--- config.mk ---
export PLATFORM = sky130hd
export DESIGN_NAME = ctm_core
export DESIGN_NICKNAME = d
export VERILOG_FILES = /design/src/core/ctm_core.v
export VERILOG_INCLUDE_DIRS = /design/src /design/src/shared
export SDC_FILE = /design/constraint.sdc
export NUM_CORES = 1
export LEC_CHECK = 0
export BUFFER_PORTS_ARGS = -buffer_cell sky130_fd_sc_hd__clkbuf_2
export CORE_ASPECT_RATIO = 0.9
export CORE_MARGIN = 8
export CORE_UTILIZATION = 40
export CTS_CLUSTER_DIAMETER = 40
export CTS_CLUSTER_SIZE = 20
export DETAILED_ROUTE_END_ITERATION = 16
export PLACE_DENSITY = 0.62
export SETUP_SLACK_MARGIN = 0.4
export SLEW_MARGIN = 30
export SYNTH_ARGS = -nofsm -noshare
export SYNTH_HDL_FRONTEND = slang
export SYNTH_SLANG_ARGS = --single-unit
export TNS_END_PERCENT = 20
--- constraint.sdc ---
create_clock -name pclk -period 6.16 [get_ports pclk]
set_input_delay 0.924 -clock pclk [delete_from_list [all_inputs] [get_ports pclk]]
set_output_delay 0.924 -clock pclk [all_outputs]
set_load 0.01 [all_outputs]
--- src/shared/ctm_defs.vh ---
`ifndef CTM_DEFS_VH
`define CTM_DEFS_VH

// Register byte offsets
`define CTM_OFS_CTRL0 8'h00
`define CTM_OFS_CTRL1 8'h04
`define CTM_OFS_CNT_LO 8'h08
`define CTM_OFS_CNT_HI 8'h0c
`define CTM_OFS_CMPA_LO 8'h10
`define CTM_OFS_CMPA_HI 8'h14
`define CTM_OFS_CMPP 8'h18
`define CTM_OFS_INT_STAT 8'h1c
`define CTM_OFS_INT_CLR 8'h20
`define CTM_OFS_INT_EN 8'h24

// Control 0 fields
`define CTM_C0_PAUSE 7
`define CTM_C0_CKSEL_HI 6
`define CTM_C0_CKSEL_LO 4
`define CTM_C0_ON 3
`define CTM_C0_MASK 8'hf8

// Control 1 fields
`define CTM_C1_MODE_HI 7
`define CTM_C1_MODE_LO 6
`define CTM_C1_IO_HI 5
`define CTM_C1_IO_LO 4
`define CTM_C1_OC 3
`define CTM_C1_POL 2
`define CTM_C1_DPX 1
`define CTM_C1_CCLR 0

// Operating modes
`define CTM_MODE_CMP 2'h0
`define CTM_MODE_PWM 2'h2
`define CTM_MODE_TMR 2'h3

// Output pin actions
`define CTM_IO_NONE 2'h0
`define CTM_IO_LOW 2'h1
`define CTM_IO_HIGH 2'h2
`define CTM_IO_TOGGLE 2'h3
`define CTM_IO_PWM 2'h2

// Count clock choices
`define CTM_CK_SYS4 3'h0
`define CTM_CK_SYS 3'h1
`define CTM_CK_H16 3'h2
`define CTM_CK_H64 3'h3
`define CTM_CK_SUB0 3'h4
`define CTM_CK_SUB1 3'h5
`define CTM_CK_PIN_RISE 3'h6
`define CTM_CK_PIN_FALL 3'h7

// Prescaler terminal values
`define CTM_DIV4_MASK 6'h03
`define CTM_DIV16_MASK 6'h0f
`define CTM_DIV64_MASK 6'h3f

// Interrupt bits
`define CTM_INT_A 0
`define CTM_INT_P 1

// Reset values
`define CTM_RST_BYTE 8'h00
`define CTM_RST_WORD 16'h0000

`endif

--- src/core/ctm_core.v ---
`timescale 1ns/1ns
`include "ctm_defs.vh"

// Overview of operation
// [RULE_01] Up counter compared against comparators, raises interrupts
// [RULE_02] Separate interrupts for comparator A and P
// [RULE_03] Three-bit field selects count clock source
// [RULE_04] External pin counts on chosen edge
// [RULE_05] Compare match drives pin high, low, toggle
// [RULE_06] Edge-aligned PWM, duty or period adjustable
// [RULE_07] High byte direct, low byte via buffer
// [RULE_08] Compare low write fills buffer only
// [RULE_09] Compare high write copies buffer to low
// [RULE_10] High byte read captures low into buffer
// [RULE_11] Low byte read returns buffer contents
// [RULE_12] Software writes low first, reads high first
// [RULE_13] Compact variant: three modes, no single pulse
// [RULE_14] Periodic variant pin doubles as trigger
// [RULE_15] Software sets pin function and direction
// [RULE_16] 16-bit counter, A full, P top byte
// [RULE_17] Counter clears on enable, overflow, match only
// [RULE_18] Match flags sticky until software clears
module ctm_core (
  // APB clock and reset
  input wire pclk,
  input wire presetn,
  // APB slave
  input wire psel,
  input wire penable,
  input wire pwrite,
  input wire [7:0] paddr,
  input wire [31:0] pwdata,
  output reg [31:0] prdata,
  output reg pready,
  output reg pslverr,
  // Timer pins
  input wire external_count_input_pin,
  input wire subsidiary_low_clock,
  output reg timer_output_pin,
  // Interrupt
  output reg irq
);

  // Mode-one-hot states of the output generator
  localparam ST_CMP = 3'b001;
  localparam ST_PWM = 3'b010;
  localparam ST_TMR = 3'b100;

  // Software-visible registers
  reg [7:0] ctrl0;
  reg [7:0] ctrl1;
  reg [15:0] compare_a_value;
  reg [7:0] compare_p_value;
  reg [7:0] hold_buf;
  reg [1:0] int_status;
  reg [1:0] int_enable;

  // Counting state
  reg [15:0] counter;
  reg [5:0] prescale;
  reg on_q;

  // Pin synchronisers plus one edge-history flop each
  reg pin_s1, pin_s2, pin_s3;
  reg sub_s1, sub_s2, sub_s3;

  // Output generator state
  reg out_level;
  reg [2:0] mode_state;

  // Combinational next values
  reg tick;
  reg [15:0] next_counter;
  reg next_out_level;
  reg [2:0] next_mode_state;
  reg [31:0] next_prdata;
  reg next_slverr;
  reg [7:0] next_hold_buf;

  // Control fields
  wire [2:0] ck_sel = ctrl0[`CTM_C0_CKSEL_HI:`CTM_C0_CKSEL_LO];
  wire run_on = ctrl0[`CTM_C0_ON];
  wire paused = ctrl0[`CTM_C0_PAUSE];
  wire [1:0] mode = ctrl1[`CTM_C1_MODE_HI:`CTM_C1_MODE_LO];
  wire [1:0] io_sel = ctrl1[`CTM_C1_IO_HI:`CTM_C1_IO_LO];
  wire on_rise = run_on & ~on_q;

  // Bus phases: buffer capture comes one edge before a write lands
  wire rd_prep = psel & penable & ~pready & ~pwrite;
  wire wr_go = psel & penable & pready & pwrite;
  wire wr_clr = wr_go & (paddr == `CTM_OFS_INT_CLR);

  // Matches look at the value the counter is about to take
  wire [15:0] cnt_inc = counter + 16'h0001;
  wire match_a = tick & (cnt_inc == compare_a_value);
  wire match_p = tick & (cnt_inc[7:0] == `CTM_RST_BYTE) & (cnt_inc[15:8] == compare_p_value);

  // The duty/period select swaps the roles of the two comparators
  wire period_hit = ctrl1[`CTM_C1_DPX] ? match_a : match_p;
  wire duty_hit = ctrl1[`CTM_C1_DPX] ? match_p : match_a;
  // Outside PWM the clear select picks the comparator that restarts
  wire clear_hit = ctrl1[`CTM_C1_CCLR] ? match_a : match_p;

  // Shared address decode for reads and writes
  function is_mapped;
    input [7:0] a;
    begin
      is_mapped = (a == `CTM_OFS_CTRL0) | (a == `CTM_OFS_CTRL1) |
                  (a == `CTM_OFS_CNT_LO) | (a == `CTM_OFS_CNT_HI) |
                  (a == `CTM_OFS_CMPA_LO) | (a == `CTM_OFS_CMPA_HI) |
                  (a == `CTM_OFS_CMPP) | (a == `CTM_OFS_INT_STAT) |
                  (a == `CTM_OFS_INT_CLR) | (a == `CTM_OFS_INT_EN);
    end
  endfunction

  // Edge of a synchronised line, taken between its last two flops
  function edge_of;
    input now;
    input was;
    input want_rise;
    begin
      edge_of = want_rise ? (now & ~was) : (~now & was);
    end
  endfunction

  // Pin inputs pass three flops; edges are read from the second and third
  // Only the second flop reads the first, so a metastable sample never reaches logic
  always @(posedge pclk or negedge presetn) begin
    if (!presetn) begin
      pin_s1 <= 1'b0;
      pin_s2 <= 1'b0;
      pin_s3 <= 1'b0;
      sub_s1 <= 1'b0;
      sub_s2 <= 1'b0;
      sub_s3 <= 1'b0;
    end else begin
      pin_s1 <= external_count_input_pin;
      pin_s2 <= pin_s1;
      pin_s3 <= pin_s2;
      sub_s1 <= subsidiary_low_clock;
      sub_s2 <= sub_s1;
      sub_s3 <= sub_s2;
    end
  end

  // Free-running prescaler; the high clock is pclk itself here
  // Not restarted with the counter, so the first divided tick may come early
  always @(posedge pclk or negedge presetn) begin
    if (!presetn) begin
      prescale <= 6'h00;
    end else begin
      prescale <= prescale + 6'h01;
    end
  end

  // Count enable per selected source; pause holds the count only
  always @* begin
    case (ck_sel) // [RULE_03]
      `CTM_CK_SYS4: tick = ((prescale & `CTM_DIV4_MASK) == `CTM_DIV4_MASK);
      `CTM_CK_SYS: tick = 1'b1;
      `CTM_CK_H16: tick = ((prescale & `CTM_DIV16_MASK) == `CTM_DIV16_MASK);
      `CTM_CK_H64: tick = (prescale == `CTM_DIV64_MASK);
      `CTM_CK_SUB0, `CTM_CK_SUB1: tick = edge_of(sub_s2, sub_s3, 1'b1);
      `CTM_CK_PIN_RISE: tick = edge_of(pin_s2, pin_s3, 1'b1); // [RULE_04]
      `CTM_CK_PIN_FALL: tick = edge_of(pin_s2, pin_s3, 1'b0); // [RULE_04] [RULE_14]
      default: tick = 1'b0;
    endcase
    tick = tick & run_on & ~paused;
  end

  // Counter: no load path from software at all
  always @* begin
    next_counter = counter;
    if (on_rise) begin
      next_counter = `CTM_RST_WORD; // [RULE_17]
    end else if (tick) begin
      next_counter = cnt_inc; // [RULE_01] [RULE_16] wraps to zero on overflow
      if (mode == `CTM_MODE_PWM) begin
        // PWM period comparator always restarts the cycle
        if (period_hit) begin
          next_counter = `CTM_RST_WORD; // [RULE_06] [RULE_17]
        end
      end else if (clear_hit) begin
        next_counter = `CTM_RST_WORD; // [RULE_17]
      end
    end
  end

  // Mode decode; the undefined encoding behaves as timer mode
  // Takes effect a cycle late, so software stops the timer before a change
  always @* begin
    case (mode) // [RULE_13]
      `CTM_MODE_CMP: next_mode_state = ST_CMP;
      `CTM_MODE_PWM: next_mode_state = ST_PWM;
      default: next_mode_state = ST_TMR;
    endcase
  end

  // Output level before polarity inversion
  always @* begin
    next_out_level = out_level;
    case (mode_state)
      ST_CMP: begin
        if (on_rise) begin
          next_out_level = ctrl1[`CTM_C1_OC];
        end else if (match_a) begin
          case (io_sel) // [RULE_05]
            `CTM_IO_LOW: next_out_level = 1'b0;
            `CTM_IO_HIGH: next_out_level = 1'b1;
            `CTM_IO_TOGGLE: next_out_level = ~out_level;
            default: next_out_level = out_level;
          endcase
        end
      end
      ST_PWM: begin
        // Active phase starts each period, ends at the duty match
        if (io_sel == `CTM_IO_NONE) begin
          next_out_level = ~ctrl1[`CTM_C1_OC];
        end else if (io_sel == `CTM_IO_LOW) begin
          next_out_level = ctrl1[`CTM_C1_OC];
        end else if (on_rise) begin
          next_out_level = ctrl1[`CTM_C1_OC];
        end else if (period_hit) begin
          next_out_level = ctrl1[`CTM_C1_OC]; // [RULE_06]
        end else if (duty_hit) begin
          next_out_level = ~ctrl1[`CTM_C1_OC]; // [RULE_06]
        end
      end
      ST_TMR: next_out_level = 1'b0;
      default: next_out_level = 1'b0;
    endcase
  end

  // Timer state registers
  // The pin is registered again so it comes straight from a flop
  always @(posedge pclk or negedge presetn) begin
    if (!presetn) begin
      counter <= `CTM_RST_WORD;
      on_q <= 1'b0;
      out_level <= 1'b0;
      mode_state <= ST_CMP;
      timer_output_pin <= 1'b0;
    end else begin
      counter <= next_counter;
      on_q <= run_on;
      out_level <= next_out_level;
      mode_state <= next_mode_state;
      timer_output_pin <= next_out_level ^ (ctrl1[`CTM_C1_POL] & (mode_state != ST_TMR));
    end
  end

  // Sticky flags: a match in the clearing cycle still sets
  // A lost single-cycle match would be invisible to software, so set wins
  always @(posedge pclk or negedge presetn) begin
    if (!presetn) begin
      int_status <= 2'b00;
      irq <= 1'b0;
    end else begin
      int_status[`CTM_INT_A] <= match_a |
        (int_status[`CTM_INT_A] & ~(wr_clr & pwdata[`CTM_INT_A])); // [RULE_02] [RULE_18]
      int_status[`CTM_INT_P] <= match_p |
        (int_status[`CTM_INT_P] & ~(wr_clr & pwdata[`CTM_INT_P])); // [RULE_02] [RULE_18]
      irq <= |(int_status & int_enable); // [RULE_01]
    end
  end

  // Read data and buffer capture are prepared one edge before pready
  always @* begin
    next_prdata = 32'h00000000;
    next_hold_buf = hold_buf;
    next_slverr = ~is_mapped(paddr);
    case (paddr)
      `CTM_OFS_CTRL0: next_prdata[7:0] = ctrl0;
      `CTM_OFS_CTRL1: next_prdata[7:0] = ctrl1;
      `CTM_OFS_CNT_LO: next_prdata[7:0] = hold_buf; // [RULE_11]
      `CTM_OFS_CNT_HI: begin
        next_prdata[7:0] = counter[15:8]; // [RULE_07]
        next_hold_buf = counter[7:0]; // [RULE_10]
      end
      `CTM_OFS_CMPA_LO: next_prdata[7:0] = hold_buf; // [RULE_11]
      `CTM_OFS_CMPA_HI: begin
        next_prdata[7:0] = compare_a_value[15:8]; // [RULE_07]
        next_hold_buf = compare_a_value[7:0]; // [RULE_10]
      end
      `CTM_OFS_CMPP: next_prdata[7:0] = compare_p_value;
      `CTM_OFS_INT_STAT: next_prdata[1:0] = int_status;
      `CTM_OFS_INT_EN: next_prdata[1:0] = int_enable;
      default: next_prdata = 32'h00000000;
    endcase
  end

  // APB slave: one wait state on every transfer
  // Read data stays put across writes and idle cycles until the next read
  always @(posedge pclk or negedge presetn) begin
    if (!presetn) begin
      pready <= 1'b0;
      pslverr <= 1'b0;
      prdata <= 32'h00000000;
    end else begin
      pready <= psel & penable & ~pready;
      if (psel & penable & ~pready) begin
        pslverr <= next_slverr;
        if (!pwrite) begin
          prdata <= next_prdata;
        end
      end else begin
        pslverr <= 1'b0;
      end
    end
  end

  // Software-written registers and the low-byte buffer
  always @(posedge pclk or negedge presetn) begin
    if (!presetn) begin
      ctrl0 <= `CTM_RST_BYTE;
      ctrl1 <= `CTM_RST_BYTE;
      compare_a_value <= `CTM_RST_WORD;
      compare_p_value <= `CTM_RST_BYTE;
      hold_buf <= `CTM_RST_BYTE;
      int_enable <= 2'b00;
    end else begin
      if (rd_prep) begin
        hold_buf <= next_hold_buf; // [RULE_10] [RULE_12]
      end
      if (wr_go) begin
        case (paddr)
          `CTM_OFS_CTRL0: ctrl0 <= pwdata[7:0] & `CTM_C0_MASK;
          `CTM_OFS_CTRL1: ctrl1 <= pwdata[7:0];
          // Low write only parks the byte; live compare unchanged
          `CTM_OFS_CMPA_LO: hold_buf <= pwdata[7:0]; // [RULE_08] [RULE_12]
          `CTM_OFS_CMPA_HI: compare_a_value <= {pwdata[7:0], hold_buf}; // [RULE_09]
          `CTM_OFS_CMPP: compare_p_value <= pwdata[7:0]; // [RULE_16]
          `CTM_OFS_INT_EN: int_enable <= pwdata[1:0];
          default: int_enable <= int_enable;
        endcase
      end
    end
  end

endmodule // ctm_core

* Word level (Yosys, flattened, before mapping)
Cells that the tools add are included.
** Word-level totals
- Input bits :: 47
- ROM bits :: 0
- Latch bits :: 0
- Bits in registers :: 94
- Memories kept :: 0
- Logic and storage cells :: 139
- Bits in writable memories :: 0
- Output and inout port bits :: 36
** Operators by class
- Multiplexer cells :: 26
- Bitwise gates (word level) :: 45
- Equality and inequality tests :: 28
- Order comparisons :: 0
- Divide/modulo/power cells :: 0
- Reductions and logical operators :: 15
- $mul :: 0
- Shift operators :: 0
- Add/subtract/negate cells :: 2
** Operators with widths (count)
- 16-bit two-way mux :: 5
- 6-bit one-hot mux with 6 select lines :: 1
- 8-bit by 5-bit == test with 1-bit output (second input constant) :: 4
- 8-bit two-way mux :: 3
- 1-bit bitwise AND :: 20
- 16-bit by 1-bit adder with 16-bit output (second input constant) :: 1
- 16-bit == test :: 1
- 8-bit by 4-bit == test with 1-bit output (second input constant) :: 2
- 8-bit by 6-bit == test with 1-bit output (second input constant) :: 2
- 8-bit zero test :: 2
- 8-bit one-hot mux with 2 select lines :: 1
- 2-bit one-hot mux with 7 select lines :: 1
- 3-bit == test (second input constant) :: 4
- 1-bit inverter :: 12
- 2-bit AND reduction :: 6
- 1-bit two-way mux :: 11
- 1-bit OR :: 11
- 3-bit by 2-bit == test with 1-bit output (second input constant) :: 3
- 2-bit == test (second input constant) :: 4
- 8-bit by 3-bit == test with 1-bit output (second input constant) :: 1
- 8-bit == test :: 1
- 1-bit one-hot mux with 7 select lines :: 1
- 6-bit by 1-bit adder with 6-bit output (second input constant) :: 1
- 3-bit by 1-bit == test with 1-bit output (second input constant) :: 2
- other kinds (13) :: 16

* Logic depth before layout (Yosys ltp)
Gate-level depths: netlist (run 1).
- Word-level depth :: 15
- Gate-level depth with buffers :: 14
- Depth with buffers taken out :: 11

* Worst setup path before layout (run 1)
No wires, ideal clock.
- Kind :: register to register
- From :: register counter[1]
- To :: register timer_output_pin
- Setup slack :: 2.776 ns
- Stages on the path, launching flop included :: 13
- Path buffers :: 1
- Required time :: 6.087 ns
- Setup time :: 0.073 ns
- Data arrival time :: 3.311 ns
- Period minus slack after synthesis :: 3.384 ns
- Path through :: dfrtp_1 > ha_1 > buf_2 > xnor2_2 > xnor2_1 > or4_1 > a2111oi_2 > nand4b_1 > or3_4 > and3b_1 > o31a_1 > nor4b_4 > a2bb2oi_2
** On the way
- Word-level cells in the longest chain between the ends :: 12
- Elaborated cells on any way between the ends :: 18
- Classes of those cells :: 1 x add/sub; 2 x eq/ne; 10 x mux; 4 x bitwise; 1 x reduce/logical
** Ends and longest elaborated chain
- start: declaration :: line ctm_core.v:59 : reg [15:0] counter;
- start signal: assignment :: line ctm_core.v:238 : counter <= `CTM_RST_WORD;
- start signal: assignment :: line ctm_core.v:244 : counter <= next_counter;
- 16-bit by 1-bit adder with 16-bit output * :: line ctm_core.v:94 : wire [15:0] cnt_inc = counter + 16'h0001;
- 8-bit zero test (no source line)
- 1-bit bitwise AND (2 in a row) :: line ctm_core.v:96 : wire match_p = tick & (cnt_inc[7:0] == `CTM_RST_BYTE) & (cnt_inc[15:8] == compare_p_value);
- 1-bit two-way mux :: line ctm_core.v:100 : wire duty_hit = ctrl1[`CTM_C1_DPX] ? match_p : match_a;
- 1-bit two-way mux :: line ctm_core.v:225 : end else if (duty_hit) begin
- 1-bit two-way mux :: line ctm_core.v:223 : end else if (period_hit) begin
- 1-bit two-way mux :: line ctm_core.v:221 : end else if (on_rise) begin
- 1-bit two-way mux :: line ctm_core.v:219 : end else if (io_sel == `CTM_IO_LOW) begin
- 1-bit two-way mux :: line ctm_core.v:217 : if (io_sel == `CTM_IO_NONE) begin
- 1-bit one-hot mux with 2 select lines * :: line ctm_core.v:202 : case (mode_state)
- 1-bit bitwise XOR * :: line ctm_core.v:248 : timer_output_pin <= next_out_level ^ (ctrl1[`CTM_C1_POL] & (mode_state != ST_TMR));
- end signal: assignment :: line ctm_core.v:248
- end: declaration :: line ctm_core.v:39 : output reg timer_output_pin,
Mark *: on every way between the ends. The rest lies on a longest branch, timed or not.
A chain may end at the register's enable or synchronous reset.

* Worst setup path after layout (run 1)
- From :: register counter[0]
- To :: register counter[12]
** On the way
- Word-level cells in the longest chain between the ends :: 9
- Elaborated cells on any way between the ends :: 14
- Classes of those cells :: 1 x add/sub; 2 x eq/ne; 7 x mux; 3 x bitwise; 1 x reduce/logical
** Ends and longest elaborated chain
- 16-bit by 1-bit adder with 16-bit output * :: line ctm_core.v:94
- 8-bit zero test (no source line)
- 1-bit bitwise AND (2 in a row) :: line ctm_core.v:96
- 1-bit two-way mux, on equally long branches :: line ctm_core.v:102, ctm_core.v:99
- 16-bit two-way mux, on equally long branches :: line ctm_core.v:183, ctm_core.v:180
- 16-bit two-way mux * :: line ctm_core.v:178 : if (mode == `CTM_MODE_PWM) begin
- 16-bit two-way mux * :: line ctm_core.v:176 : end else if (tick) begin
- 16-bit two-way mux * :: line ctm_core.v:174 : if (on_rise) begin
Mark *: on every way between the ends. The rest lies on a longest branch, timed or not. The select of a mux whose other input is x is not followed.

==> reports/metrics.yaml, run 1 <==
htreeDepth: 3
netlist_area_sq_um: 5563
clkTransAtPathRegs_ps: 70
dp.cells: 753
ys.warnings.count: 0
drt_iter0_drc: 508
yosys-top-cells-count: "dfrtp_1 (93), nor2_1 (55), nand2_1 (41)"
critPathMaxFanout: 30
fin_skew_ps: 7.321
grt_pass1_vias: 4519
grt_start_max_net_pins: 66
clock-sinks: 94
ys_types: 73
min_period_over_period_pct: 77.95
finalSetupViolCount: 0
startpoint_type: "flop"
clk_latency_ps: 350
cp-end-kind: "flop"
place.gp.congestion: 0.8729
crit_chain: "ha_1 -> nand4_1 -> nor3_2 -> mux2i_1 -> a211oi_1 -> a2111o_1 -> nor3_1 -> a211o_1 -> nor2_1 -> o21ai_0 -> o41ai_1"
status: "complete, no violations"
cts_tree: "built"
clock-root-buffer: "clkbuf_16"
start_util_pct: 40.31
synth_top_cell_by_area: "dfrtp_1"
syn_avg_cell_area_sq_um: 9.641
relSlewSlack_pct: 34.44
core_sq_um: 13800
power_leakage_uw: 0.002643
finalHoldViolCount: 0
final_cells: 770
finalNetCount: 643
routed_wl_um: 14990
criticalPathCategory: "reg2reg"
io_pins: 83
grt_use_total_pct: 17.18
timing.final.crit_period_ps: 4802
ctsHoldBuffers: 0
remaining_drc_errors: 0
whs_path_depth: 0
tightest_slew_ps: 983.5
setup-tns-final_ps: 0
top_layer: "met4"
layout_setup_ws_ps: 1358
dominantRegCellSynth: "dfrtp_1"
vdd_drop_max_mv: 0.1461
async_reset_ff_share_pct: 100.0
grt.overflow.total: 0
critPathMaxStageDelay_ps: 890
critical-path-slowest-cell: "a211o_1"
fill_cells: 1324
synth_most_common_cell: "dfrtp_1"
die_area_sq_um: 17940
routed_via_density: 5.992
area.growth.synth_to_final_pct: 9.514
post-place-ws_ps: 1527
syn-instance-count: 577
seqCellArea_sq_um: 2354
post_cts_buffers: 0
hpwlAfterDp_um: 10830
avgRoutedWirePerCell_um: 19.47
drive_gt1_share_pct: 18.23
powerDensity_nw_per_um2: 215.5
clockBufferDepth: 2
die_w_um: 140.3
cts_buffers: 9
ant_nets: 0
wl_met1_um: 7014
rsz0062_at_grt: "no"
synth_edf_count: 0
synthTopCellsByArea: "dfrtp_1 (42%), mux2_2 (6.5%), nor2_1 (3.7%), o21ai_0 (3.5%), buf_4 (3.4%)"
core.rowCount: 41
vias: 4614
slew_violations: 0
cts-resized-gates: 0
grt_pass1_wl_um: 24660
ys_ff_latch: 94
dr_wl_met2_um: 6628
hold_path_class: "reg2reg"
critical_path_arrival_ps: 4990
antenna_found_initial: 0
cp.required_ps: 6350
drv_cap: 0
yosysTopAreaCellShare_pct: 41.84
dr.pass1.iters: 5
die_h_um: 127.9
fmax_mhz: 208.2
multiInputGateArea_sq_um: 2929
antennaDiodeCount: 0
r2r_cells: 11
wl_met3_um: 1003
port_buffers: 34
seq_area_frac_synth_pct: 42.31
-- final timing paths --
kind                       slack, ps  startpoint       endpoint
min                              350      sub_s1         sub_s2
max                             1360  counter[0]    counter[12]
max reg2reg                     1360  counter[0]    counter[12]
min in group asynchronous        500     presetn     counter[2]
min reg2reg                      350      sub_s1         sub_s2
max in group asynchronous       4710     presetn  mode_state[0]
-- logic make-up after synthesis --
group                    synth area share (%)
AND/OR/NAND/NOR                         19.12
XOR/XNOR                                5.893
flip-flops                              42.31
multiplexers                            7.018
buffers and inverters                   6.635
other                                 0.06741
adder cells (fa/ha/maj)                0.8548
AO/OA/AOI/OAI                           18.11
-- routing by layer --
layer  vias up  track usage [%]
met5         -                0
met4         0            5.995
met3        26            3.053
met2       177            26.57
met1      2284            23.72
li1       2127                -
-- cell usage in the layout, fill, tap and decap left out, drive strengths merged, types with 5 or more instances in the layout --
cell	Yosys	layout
o21ai	40	40
inv	14	19
a22oi	9	9
buf	33	6
nor3	9	9
conb	1	24
xnor2	21	21
nand3	12	12
xor2	13	13
or3	7	7
and3	5	5
mux2	32	32
and4	6	6
nand4	13	13
clkbuf	24	42
a22o	9	9
nand2	41	41
nor2	55	55
o31ai	11	11
a21oi	18	18
nor4	13	13
a222oi	15	15
dfrtp	93	93
nor2b	5	5
nand2b	8	8
a31oi	8	8
-- layout make-up --
type	instances	area share (%)
Sequential cell	94	38.63
Clock inverter	7	1.417
Inverter	14	0.8626
Clock buffer	9	3.697
Timing Repair Buffer	39	3.779
Multi-Input combinational cell	435	48.08
Tap cell	172	3.533
-- sequential cells by signal, indices dropped and copies added (netlist names) --
register	flops
compare_a_value	16
sub_s2	1
hold_buf	8
pslverr	1
ctrl0	5
int_enable	2
on_q	1
irq	1
mode_state	3
prdata	8
pin_s1	1
sub_s3	1
pready	1
pin_s3	1
timer_output_pin	1
int_status	2
prescale	6
out_level	1
compare_p_value	8
pin_s2	1
counter	16
sub_s1	1
ctrl1	8
-- power by group --
part / switching, uW / internal (uW)
registers: 9.58 / 631
clock network: 270 / 326
logic: 50.7 / 25.3
-- metrics by stage --
stage               hold WS (ps)  area [sq um]  utilization, %  total power, uW
floorplan                  331.2          5649               -            693.8
global placement           334.4          5751           41.67            725.2
detailed placement         337.9          5753           41.69            727.1
CTS                        354.6          6065           43.95             1317
global route               360.9          6092           44.15             1360
finish                     351.4          6092           44.15             1313
-- worst max-delay path: cells and delay by family (launching register included) --
kind                     cells  cell delay (ps)
multiplexers                 1              260
AO/OA/AOI/OAI                5             1640
flip-flops                   1              580
AND/OR/NAND/NOR              4             1650
adder cells (fa/ha/maj)      1              500
No activity file was read; power rests on OpenSTA's default activity.
==> inputs of run 2 (changes only) <==
- PLACE_DENSITY: 0.62 -> 0.65
- clock period: 6.16 -> 4 ns (I/O delays scaled with it)
==> reports/metrics.yaml, run 2 (synthesized netlist as in run 1, its figures left out) <==
status: "complete, no violations"
min_period_over_period_pct: 91.34
antennaDiodeCount: 0
clk_latency_ps: 340
clockBufferDepth: 2
core_sq_um: 13800
rsz0062_at_grt: "yes"
relSlewSlack_pct: 47.87
final_common_cell: "dfrtp_1"
powerDensity_nw_per_um2: 302.9
r2r_start: "counter[1]"
grt_start_max_net_pins: 69
slew_violations: 0
grt.overflow.total: 0
critPathMaxStageDelay_ps: 530
drt_iter0_drc: 549
critical_path_arrival_ps: 3930
vdd_drop_max_mv: 0.3181
routed_wl_um: 15650
dr.pass1.iters: 7
die_h_um: 127.9
criticalPathCategory: "reg2reg"
fill_cells: 1291
startpoint_type: "flop"
grt_pass1_vias: 4666
fmax_mhz: 273.7
clock-sinks: 94
clock-root-buffer: "clkbuf_16"
io_pins: 83
hpwlAfterDp_um: 11190
drv_cap: 0
fin_area_sq_um: 6367
critical-path-slowest-cell: "or4_4"
grt_use_total_pct: 17.40
critPathLaunch: "counter[1]"
finalSetupViolCount: 0
remaining_drc_errors: 0
routed_via_density: 5.951
clkTransAtPathRegs_ps: 70
critPathTopFamily: "simple AND/OR/NAND/NOR gates"
port_buffers: 34
finalHoldViolCount: 0
hold_path_class: "in2async"
timing.final.crit_period_ps: 3654
die_w_um: 140.3
cp-end-kind: "flop"
tightest_slew_ps: 780.1
setup-tns-final_ps: 0
critPathMaxFanout: 8
antenna_found_initial: 0
post-place-ws_ps: 224.9
cp.required_ps: 4280
finalNetCount: 673
cts_tree: "built"
start_util_pct: 40.31
place.gp.congestion: 0.9194
ant_nets: 0
path_buf_inv: 1
layout_setup_ws_ps: 346.5
fin_skew_ps: 7.491
fin_util_pct: 46.14
die_area_sq_um: 17940
cts_buffers: 9
crit_chain: "buf_12 -> ha_4 -> xnor2_2 -> xnor2_1 -> or4_4 -> a2111oi_4 -> nand4b_1 -> or3_4 -> and4b_1 -> o31a_1 -> nor4b_4 -> a2bb2oi_2"
area.growth.synth_to_final_pct: 14.46
power_leakage_uw: 0.002794
hold_ws_ps: 251.3
drive_gt1_share_pct: 23.41
htreeDepth: 3
reg.largest.list: "compare_a_value x16, counter x16"
avgRoutedWirePerCell_um: 19.56
vias: 4761
grt_pass1_wl_um: 24940
mostFrequentLayoutCells: "dfrtp_1 (91), nor2_1 (54), nand2_1 (41), o21ai_0 (39)"
core.rowCount: 41
placed_area_sq_um: 5931
-- run 2: report_power, final --
| group | leakage (uW) | internal, uW | switching [uW] | total (uW) |
|---|---|---|---|---|
| logic | 0.00140 | 38.5 | 78.0 | 116 |
| clock network | 0.000137 | 434 | 392 | 826 |
| registers | 0.00125 | 971 | 14.1 | 985 |
-- run 2: cell type report --
class	instances	area, sq um	area share (%)
inverter	14	52.55	0.8253
tap	172	215.2	3.380
timing repair buffer	69	464.2	7.290
sequential	94	2356	37.00
clock inverter	6	52.55	0.8253
clock buffer	10	229.0	3.596
multi-input combinational	435	2998	47.08
-- run 2: path summary, 6_finish.rpt --
| path | to | slack [ps] | cells past startpoint |
|---|---|---|---|
| worst min-delay path | counter[8] | 250 | 1 |
| worst min register to register | pin_s2 | 360 | 0 |
| worst max register to register | timer_output_pin | 350 | 12 |
| max in group asynchronous | pin_s3 | 2940 | 2 |
| worst max-delay path | timer_output_pin | 350 | 12 |
| min in group pclk | pin_s2 | 360 | 0 |
-- run 2: repair_timing --
item | 4_1_cts | 5_1_grt
resized for setup | 3 | 10
hold buffers | 0 | 0
pin swaps | 2 | 6
setup buffers | 1 | 8
setup endpoints to repair | 2 | 15
-- run 2: worst reg2reg max path: stages (launching register included) --
cell,delay [ps]
dfrtp_2,450
buf_12,150
ha_4,190
xnor2_2,140
xnor2_1,120
or4_4,530
a2111oi_4,390
nand4b_1,240
or3_4,440
and4b_1,200
o31a_1,340
nor4b_4,230
a2bb2oi_2,150
-- run 2: metal layers --
| layer | share of wire (%) | track usage (%) |
|---|---|---|
| met5 | 0 | 0 |
| met1 | 45 | 23.65 |
| met4 | 1.3 | 4.719 |
| met3 | 8.2 | 4.095 |
| met2 | 45 | 27.17 |
-- run 2: metrics by stage --
step                      std cells  power, uW
after detailed placement        775       1119
after CTS                       792       1946
after global placement          775       1116
after floorplan                 600       1069
final                           800       1928
after global routing            800       2004
